`config.mk`:
```
export PLATFORM = sky130hd
export DESIGN_NAME = led_sink_blink_control
export DESIGN_NICKNAME = d
export VERILOG_FILES = /design/src/i2c_target.v /design/src/led_sink_blink_control.v
export VERILOG_INCLUDE_DIRS = /design/src /design/src/src
export SDC_FILE = /design/constraint.sdc
export NUM_CORES = 1
export LEC_CHECK = 0
export BUFFER_PORTS_ARGS = -buffer_cell sky130_fd_sc_hd__buf_2
export CORE_AREA = 2 2 151 153
export CTS_CLUSTER_DIAMETER = 30
export CTS_CLUSTER_SIZE = 8
export DETAILED_ROUTE_END_ITERATION = 7
export DIE_AREA = 0 0 153 155
export PLACE_DENSITY = 0.56
export SLEW_MARGIN = 20
export SYNTH_ARGS = -nofsm -noshare
export SYNTH_HDL_FRONTEND = slang
export SYNTH_HIERARCHICAL = 1
export SYNTH_SLANG_ARGS = --single-unit
export TNS_END_PERCENT = 100
```
`constraint.sdc`:
```
create_clock -name clock -period 13.4 [get_ports clock]
set_input_delay 0.67 -clock clock [delete_from_list [all_inputs] [get_ports clock]]
set_output_delay 0.67 -clock clock [all_outputs]
set_load 0.01 [all_outputs]
```
`src/led_sink_defs.vh`:
```
// constants for the led sink blink and configuration block
// assumes a 40 MHz system clock and an i2c bus on an open-drain pin pair
`ifndef LED_SINK_DEFS_VH
`define LED_SINK_DEFS_VH

// register addresses and reset values
`define REG_RANGE_PHASE_BRT  8'h41
`define REG_PERIOD_DUTY      8'h44
`define RST_RANGE_PHASE_BRT  8'h04
`define RST_PERIOD_DUTY      8'h0F
// field positions
`define FS_HI                7
`define FS_LO                6
`define INV_BIT              5
`define BRT_HI               4
`define BRT_LO               0
`define PER_HI               7
`define PER_LO               4
`define DUTY_HI              3
`define DUTY_LO              0
// i2c target addresses selected by the address option bit
`define I2C_ADDR_OPT0        7'h48
`define I2C_ADDR_OPT1        7'h40
// timing: one sixteenth of the half-second step
`define STEP_MS              500
`define CLOCK_HZ             40000000
`define SLOT_CYCLES          ((`CLOCK_HZ / 1000) * `STEP_MS / 16)
// full-scale selector codes
`define FS_OFF               2'h0

`endif

```
`src/i2c_target.v`:
```
// i2c target: byte-addressed register port with pointer auto increment
// assumes scl and sda already synchronous to clock and free of glitches
`timescale 1ns/100ps
module i2c_target (
  // system
  input  wire       clock,
  input  wire       reset,
  // bus pins
  input  wire       scl_in,
  input  wire       sda_in,
  output reg        sda_oe,
  // target address
  input  wire [6:0] own_addr,
  // register access
  output reg  [7:0] reg_addr,
  output reg  [7:0] wr_data,
  output reg        wr_stb,
  input  wire [7:0] rd_data
);
  localparam ST_IDLE = 3'h0;
  localparam ST_ADDR = 3'h1;
  localparam ST_ACK  = 3'h2;
  localparam ST_RX   = 3'h3;
  localparam ST_TX   = 3'h4;
  localparam ST_MACK = 3'h5;

  reg       scl_q;
  reg       sda_q;
  reg [2:0] state_q;
  reg [2:0] bit_q;
  reg [7:0] sh_q;
  reg       rw_q;
  reg       ptr_phase_q;
  reg       nxt_tx_q;
  reg       armed_q;

  wire scl_rise = scl_in & ~scl_q;
  wire scl_fall = ~scl_in & scl_q;
  wire start    = scl_in & scl_q & sda_q & ~sda_in;
  wire stop     = scl_in & scl_q & ~sda_q & sda_in;
  // the scl fall that follows a start carries no bits; only a fall after a rise ends a byte
  wire byte_end = scl_fall & armed_q & (bit_q == 3'h0);

  always @(posedge clock) begin
    scl_q  <= scl_in;
    sda_q  <= sda_in;
    wr_stb <= 1'b0;
    if (reset) begin
      state_q     <= ST_IDLE;
      bit_q       <= 3'h0;
      sh_q        <= 8'h00;
      rw_q        <= 1'b0;
      ptr_phase_q <= 1'b0;
      nxt_tx_q    <= 1'b0;
      armed_q     <= 1'b0;
      sda_oe      <= 1'b0;
      reg_addr    <= 8'h00;
      wr_data     <= 8'h00;
    end else if (start) begin
      state_q <= ST_ADDR;
      bit_q   <= 3'h0;
      armed_q <= 1'b0;
      sda_oe  <= 1'b0;
    end else if (stop) begin
      state_q <= ST_IDLE;
      sda_oe  <= 1'b0;
    end else begin
      case (state_q)
        ST_ADDR, ST_RX: begin
          if (scl_rise) begin
            sh_q    <= {sh_q[6:0], sda_in};
            bit_q   <= bit_q + 3'h1;
            armed_q <= 1'b1;
          end
          if (byte_end && state_q == ST_ADDR && sh_q[7:1] == own_addr) begin
            rw_q        <= sh_q[0];
            ptr_phase_q <= ~sh_q[0];
            nxt_tx_q    <= sh_q[0];
            sda_oe      <= 1'b1;
            state_q     <= ST_ACK;
          end else if (byte_end && state_q == ST_ADDR) begin
            state_q <= ST_IDLE;
          end else if (byte_end) begin
            if (ptr_phase_q) begin
              reg_addr <= sh_q;
            end else begin
              wr_data  <= sh_q;
              wr_stb   <= 1'b1;
            end
            ptr_phase_q <= 1'b0;
            sda_oe      <= 1'b1;
            nxt_tx_q    <= 1'b0;
            state_q     <= ST_ACK;
          end
        end
        ST_ACK: begin
          if (scl_fall) begin
            if (nxt_tx_q) begin
              sh_q    <= rd_data;
              sda_oe  <= ~rd_data[7];
              state_q <= ST_TX;
            end else begin
              sda_oe  <= 1'b0;
              state_q <= ST_RX;
            end
            bit_q <= 3'h0;
          end
        end
        ST_TX: begin
          if (scl_fall) begin
            bit_q <= bit_q + 3'h1;
            if (bit_q == 3'h7) begin
              sda_oe   <= 1'b0;
              reg_addr <= reg_addr + 8'h01;
              state_q  <= ST_MACK;
            end else begin
              sda_oe <= ~sh_q[6];
              sh_q   <= {sh_q[6:0], 1'b0};
            end
          end
        end
        ST_MACK: begin
          if (scl_rise) begin
            state_q <= sda_in ? ST_IDLE : ST_ACK;
            nxt_tx_q <= 1'b1;
          end
        end
        default: state_q <= ST_IDLE;
      endcase
      if (wr_stb) begin
        reg_addr <= reg_addr + 8'h01;
      end
    end
  end
endmodule // i2c_target

```
`src/led_sink_blink_control.v`:
```
// led sink configuration registers and blink pattern generator
// assumes i2c pins synchronous to clock; master enable and on/off state from elsewhere
//
// Overview of operation
// - i2c target address chosen by option bit
// - full-scale selector off, 3.2, 6.4, 12.8mA
// - normal phase: on first, then off
// - period 0.5s to 8s, half-second steps
// - on fraction is (code+1)/16 in normal phase, (15-code)/16 in inverted phase
// - inverted phase: off first, then on
// - active only with master enable and on-state
// - 5-bit brightness scales chosen full-scale current
`timescale 1ns/100ps
`include "led_sink_defs.vh"
module led_sink_blink_control #(
  parameter SLOT_CYCLES = `SLOT_CYCLES
) (
  // system
  input  wire       clock,
  input  wire       reset,
  input  wire       system_reset_event,
  // i2c
  input  wire       scl_in,
  input  wire       sda_in,
  output wire       sda_out,
  output reg        sda_oe_q,
  input  wire       addr_option,
  // shared enables
  input  wire       sink_master_enable,
  input  wire       onoff_is_on,
  // sink drive
  output reg        sink_on_q,
  output reg  [1:0] sink_full_scale_sel_q,
  output reg  [4:0] sink_brightness_code_q
);
  reg  [7:0]  range_q;
  reg  [7:0]  blink_q;
  reg  [23:0] slot_cnt_q;
  reg  [7:0]  tick_q;
  reg  [7:0]  rd_q;
  reg         addr_opt_q;
  wire [7:0]  reg_addr;
  wire [7:0]  wr_data;
  wire        wr_stb;
  wire        sda_oe;

  assign sda_out = 1'b0;

  always @(posedge clock) begin
    if (reset) begin
      addr_opt_q <= 1'b0;
    end else begin
      addr_opt_q <= addr_option;
    end
  end

  i2c_target u_i2c (
    .clock    (clock),
    .reset    (reset),
    .scl_in   (scl_in),
    .sda_in   (sda_in),
    .sda_oe   (sda_oe),
    .own_addr (addr_opt_q ? `I2C_ADDR_OPT1 : `I2C_ADDR_OPT0),
    .reg_addr (reg_addr),
    .wr_data  (wr_data),
    .wr_stb   (wr_stb),
    .rd_data  (rd_q)
  );

  // registers; the system reset event restores defaults
  always @(posedge clock) begin
    sda_oe_q <= reset ? 1'b0 : sda_oe;
    if (reset || system_reset_event) begin
      range_q <= `RST_RANGE_PHASE_BRT;
      blink_q <= `RST_PERIOD_DUTY;
    end else if (wr_stb) begin
      if (reg_addr == `REG_RANGE_PHASE_BRT) begin
        range_q <= wr_data;
      end
      if (reg_addr == `REG_PERIOD_DUTY) begin
        blink_q <= wr_data;
      end
    end
  end

  always @(posedge clock) begin
    if (reset) begin
      rd_q <= 8'h00;
    end else begin
      case (reg_addr)
        `REG_RANGE_PHASE_BRT: rd_q <= range_q;
        `REG_PERIOD_DUTY:     rd_q <= blink_q;
        default:              rd_q <= 8'h00;
      endcase
    end
  end

  // period is (sel+1) half seconds, each split in 16 slots
  wire       active   = sink_master_enable & onoff_is_on
                        & (range_q[`FS_HI:`FS_LO] != `FS_OFF);
  wire [7:0] period_t = {blink_q[`PER_HI:`PER_LO], 4'hF};
  wire [7:0] on_t     = {4'h0, blink_q[`DUTY_HI:`DUTY_LO]} + 8'h01;
  wire [7:0] tick_sc  = tick_q / ({4'h0, blink_q[`PER_HI:`PER_LO]} + 8'h01);
  wire       in_duty  = tick_sc < on_t;

  always @(posedge clock) begin
    if (reset || !active) begin
      slot_cnt_q <= 24'h000000;
      tick_q     <= 8'h00;
    end else if (slot_cnt_q == SLOT_CYCLES - 1) begin
      slot_cnt_q <= 24'h000000;
      tick_q     <= (tick_q >= period_t) ? 8'h00 : tick_q + 8'h01;
    end else begin
      slot_cnt_q <= slot_cnt_q + 24'h000001;
    end
  end

  always @(posedge clock) begin
    if (reset) begin
      sink_on_q              <= 1'b0;
      sink_full_scale_sel_q  <= 2'h0;
      sink_brightness_code_q <= 5'h00;
    end else begin
      sink_on_q              <= active & (in_duty ^ range_q[`INV_BIT]);
      sink_full_scale_sel_q  <= range_q[`FS_HI:`FS_LO];
      sink_brightness_code_q <= range_q[`BRT_HI:`BRT_LO];
    end
  end
endmodule // led_sink_blink_control

```
# == Word level (Yosys, flattened, before mapping) ==
# Cells that the tools add are included.
# word_totals
regBits,103
inputBits,8
# classes
n_addsub,6
div,1
order_cmp,2
eq_ne,32
n_mux,48
bitwise,27
n_reduce_logical,28
# op_table
op,n
8-bit 2-to-1 mux,13
3-bit 2-to-1 mux,11
8-bit one-hot mux with 2 select lines,2
5-bit AND reduction,5
24-bit by 1-bit adder with 24-bit output (second input constant),1
24-bit by 21-bit == test with 1-bit output (second input constant),1
8-bit one-hot mux with 3 select lines,1
4-bit by 1-bit != test with 1-bit output (second input constant),5
8-bit by 1-bit adder with 8-bit output (second input constant),2
8-bit by 7-bit == test with 1-bit output (second input constant),2
1-bit 2-to-1 mux,15
3-bit by 1-bit != test with 1-bit output (second input constant),5
1-bit NOT,14
1-bit bitwise AND,12
2-bit by 1-bit != test with 1-bit output (second input constant),6
3-bit one-hot mux with 4 select lines,1
4-bit by 1-bit adder with 5-bit output (second input constant),2
3-bit == test (second input constant),3
3-bit one-hot mux with 3 select lines,1
9-bit AND reduction,1
8-bit by 8-bit divider with 8-bit output,1
8-bit >= comparator,1
8-bit by 5-bit < comparator with 1-bit output,1
8-bit AND reduction,1
other kinds (26),37

# == Longest topological paths before layout ==
# depth
ltp_word,10
depth_mapped,60
mapped_depth_nobuf,60

# == Modules after synthesis ==
# The synthesis kept the hierarchy.
# by_module_without_submodules
module,n_inst,cells_each,area_each_um2
led_sink_blink_control,1,519,4383.0
i2c_target,1,250,2119.5

# == Worst setup path after synthesis ==
# OpenSTA, ideal clock, no wires.
# synth_timing
path_type,reg2reg
from,register blink_q[4]
to,register sink_on_q
setup_ns,0.072
arrival_ns,10.505
required_time_ns,13.328
path_slack_ns,2.823
path_stages_with_launch,57
n_path_buf,0
path_cell_list,dfxtp_1 ha_1 and2_4 a21oi_2 or2_2 nor2_1 a21oi_1 a21oi_1 ha_1 nor3_1 a211oi_1 nor3_1 a21oi_1 ha_1 nor4bb_1 a31o_2 o21a_2 o31ai_1 [21 not listed] o21a_1 o21a_1 o21ai_0 nand2b_1 a21oi_1 nor3b_1 nand2_2 nor2_1 a21oi_1 ha_1 a21o_1 a21oi_1 nor2b_1 o21ai_0 nand3_1 or4_1 o21ai_1 mux2i_1
# synth_via
elab_chain_cells,5
# synth_lines
element,line,text
"start, declared",led_sink_blink_control.v:37,reg [7:0] blink_q;
"start signal, assigned",led_sink_blink_control.v:75,blink_q <= `RST_PERIOD_DUTY;
"start signal, assigned",led_sink_blink_control.v:81,blink_q <= wr_data;
4-bit by 1-bit adder with 5-bit output,led_sink_blink_control.v:103,"wire [7:0] tick_sc = tick_q / ({4'h0, blink_q[`PER_HI:`PER_LO]} + 8'h01);"
8-bit by 8-bit divider with 8-bit output,led_sink_blink_control.v:103,
8-bit by 5-bit < comparator with 1-bit output,led_sink_blink_control.v:104,wire in_duty = tick_sc < on_t;
1-bit bitwise XOR,led_sink_blink_control.v:124,sink_on_q <= active & (in_duty ^ range_q[`INV_BIT]);
1-bit bitwise AND,led_sink_blink_control.v:124,
"end signal, assigned",led_sink_blink_control.v:124,
"end, declared",led_sink_blink_control.v:32,"output reg sink_on_q,"
# Every way passes these cells.
# A chain may end at the register's enable or synchronous reset.

# == Final worst setup path ==
# Same ends and word-level chain as after synthesis.

==> results.toml <==
[status]
status = "finished clean"

[worst_setup_path]
rr_worst_depth = 56
crit_buf_inv = 2
cp_max_fo = 13
worstSetupPathDepth = 56
crit_path_top_delay_cell = "dfxtp_1"
critPathKind = "flip-flop to flip-flop"
r2r_end = "sink_on_q"
cpMostUsedCell = "ha_1"
end_kind = "flip-flop"
slowest_delay_ps = 640
worst_ep_required_time_ps = 13680
start_kind = "flip-flop"
rrSetupSlack_ps = 1420
crit_family = "compound AO/OA/AOI/OAI gates"
cp.arrival_ps = 12260
regToRegStartpoint = "blink_q[4]"

[min_path]
holdPathEnd = "slot_cnt_q[0]"
hp-start = "slot_cnt_q[0]"
whs_path_depth = 1
worst_hold_path_type = "flip-flop to flip-flop"

[yosys]
synthArstFlopShare_pct = 0
syn_inst = 769
synth-simple-area-share_pct = 24.1
netlist_top_cells_area = "dfxtp_1 (32%), ha_1 (9.4%), nor2_1 (5.6%)"
ys.flop_type = "dfxtp_1"
synth_top_family_by_area = "simple AND/OR/NAND/NOR gates"
synthAdderAreaFrac_pct = 9.43
synth_seq_cells = 103
synth-xor-area-share_pct = 6.47
synth_top_area_share_pct = 31.7
synth.area.mux_share_pct = 6.02
synth_seq_area_share_pct = 31.7
syn-mean-instance-area_um2 = 8.46
synth_edf_count = 0
synthDistinctLibCells = 78
synth_compound_area_share_pct = 18.2
synth.largest_area_cell = "dfxtp_1"
yosys_warnings = 6
synth_area_um2 = 6500

[layout]
drive_gt1_share_pct = 9.00
final_cell_area_um2 = 7130
areaGrowthSynthToFinish_pct = 9.66
fin_nets = 830
antenna_cells = 0
fillers = 2310
instances_no_fill = 1063

[place]
io_buffers = 16
dp_hpwl_mm = 10.9
placedInstanceArea_um2 = 6820
placed_cells = 1047
gp_congestion = 0.829

[pwr]
peakVddDrop_uv = 60.4
p_per_area_nw_per_um2 = 85.4
leakage_nw = 2.78

[clock_tree]
clockBufferDepth = 2
htree_levels = 3
cts_tree = "built"
ctsHoldBuffers = 0
clockRootBuffer = "clkbuf_16"
cts.clk_slew.worst_paths_ps = 80
cts_buffers = 9
clk_latency_ps = 360
cts_setup_buffers = 0
ctsResizeCount = 0
cts_sinks = 103

[global_route]
grt_pass1_wl_mm = 24.9
grt_pass1_vias = 4840
grt_antenna_before_repair = 0
grtUsageTotal_pct = 12.8
grt-ovfl-total = 0
grt_max_degree = 45

[timing]
timing.setup.tns_ps = 0
slew_headroom_pct = 32.4
fmax_ghz = 0.0834
timing.final.crit_period_ps = 11980
worstMarginPinSlew_ps = 1010
skew_ps = 13.7
setup_viol = 0
hold_violations = 0
rsz0062_at_grt = "false"
period_share_pct = 89.4
slew_viol_final = 0

[die]
dieHeight_um = 155
die_x_um = 153
io_pins = 18
dieArea_um2 = 23700
start_util_pct = 29.3
fp.coreArea_um2 = 22200
rows = 55

[route]
wl_per_cell_um = 13.9
drt_iter0_drc = 330
num_vias = 5331
ant_nets = 0
wl_mm = 14.8
drc = 0
first_pass_iters = 5
viasPerCell = 5.02

[job]
maxCapViolCount = 0
==> layer usage <==
metal / track usage (%) / part of all wire (%)
met1: 17.9 / 51
met2: 20.0 / 44
met3: 2.12 / 2.6
met4: 4.41 / 1.9
met5: 0 / 0
==> cell usage in the layout (no fill, tap or decap), drive strengths merged, types with 8 or more instances in the layout <==
cell type  netlist  routed
nand2           50      50
nand3           22      22
a311oi           9       9
inv             31      35
nor4             8       8
a22o             9       9
mux2i           32      32
a21oi           41      41
nand2b          14      14
buf             10      17
o21ai           39      39
o21a            14      14
nor3b           10      10
and3            12      12
xor2            22      22
dfxtp          103     103
ha              49      49
nor3            15      15
xnor2           26      26
clkbuf          19       9
nor2            98      98
nand4            9       9
nor2b           26      26
==> cell type report <==
cell class / instances / area (um2) / area share, %
tap: 285 / 357 / 5.00
timing repair buffer: 17 / 87.6 / 1.23
inverter: 31 / 116 / 1.63
clock buffer: 9 / 225 / 3.16
multi-input combinational: 611 / 4200 / 58.9
sequential: 103 / 2060 / 28.9
clock inverter: 7 / 81.3 / 1.14
==> metrics by stage <==
step	setup WS (ps)	hold slack [ps]	util [%]	power [mW]
after floorplan	2820	413	-	0.343
after CTS	1430	451	32.1	0.619
after global routing	152	484	32.1	0.634
final	1420	447	32.1	0.609
after detailed placement	1510	438	30.7	0.350
after global placement	1870	431	30.7	0.350
==> flip-flops by register name, summed over array words and instances (netlist names), 2 cells and up <==
name and count:
u_i2c/wr_data 8, u_i2c/reg_addr 8, range_q 8, u_i2c/state_q 3
blink_q 8, slot_cnt_q 24, tick_q 8, sink_brightness_code_q 5
sink_full_scale_sel_q 2, rd_q 8, u_i2c/sh_q 8, u_i2c/bit_q 3
==> cell families after synthesis <==
logic type	Yosys count
flip-flops	103
adder cells (fa/ha/maj)	49
AO/OA/AOI/OAI	168
XOR/XNOR	48
multiplexers	38
AND/OR/NAND/NOR	301
other	2
buffers and inverters	60
==> power breakdown <==
part / total [mW] / switching [mW] / internal (mW)
registers: 0.316 / 0.00735 / 0.309
clock network: 0.266 / 0.133 / 0.134
logic: 0.0265 / 0.0162 / 0.0103
total: 0.609 / 0.156 / 0.453
==> synthesized netlist by cell type, types with 5 or more instances <==
| cell | instances |
|---|---|
| dfxtp_1 | 103 |
| nor2_1 | 97 |
| ha_1 | 49 |
| nand2_1 | 49 |
| a21oi_1 | 38 |
| o21ai_0 | 34 |
| mux2i_1 | 31 |
| inv_1 | 30 |
| nor2b_1 | 26 |
| xnor2_1 | 26 |
| nand3_1 | 22 |
| xor2_1 | 22 |
| clkbuf_1 | 19 |
| nor3_1 | 15 |
| o21a_1 | 13 |
| and3_1 | 12 |
| nand2b_1 | 12 |
| a22o_1 | 9 |
| a311oi_1 | 9 |
| nand4_1 | 9 |
| a21o_1 | 7 |
| nor3b_1 | 7 |
| nor4_1 | 7 |
| nand3b_1 | 6 |
| or3_1 | 6 |
| a211oi_1 | 5 |
| a31oi_1 | 5 |
| buf_2 | 5 |
| or2_2 | 5 |
==> how the worst max path moves through the flow <==
stage / from / endpoint
final: blink_q[4] / sink_on_q
after global routing: blink_q[4] / sink_on_q
after CTS: blink_q[4] / sink_on_q
after detailed placement: blink_q[4] / sink_on_q
after global placement: blink_q[4] / sink_on_q
after floorplan: blink_q[4] / sink_on_q
Note: power is estimated with default switching activity, not from simulation.
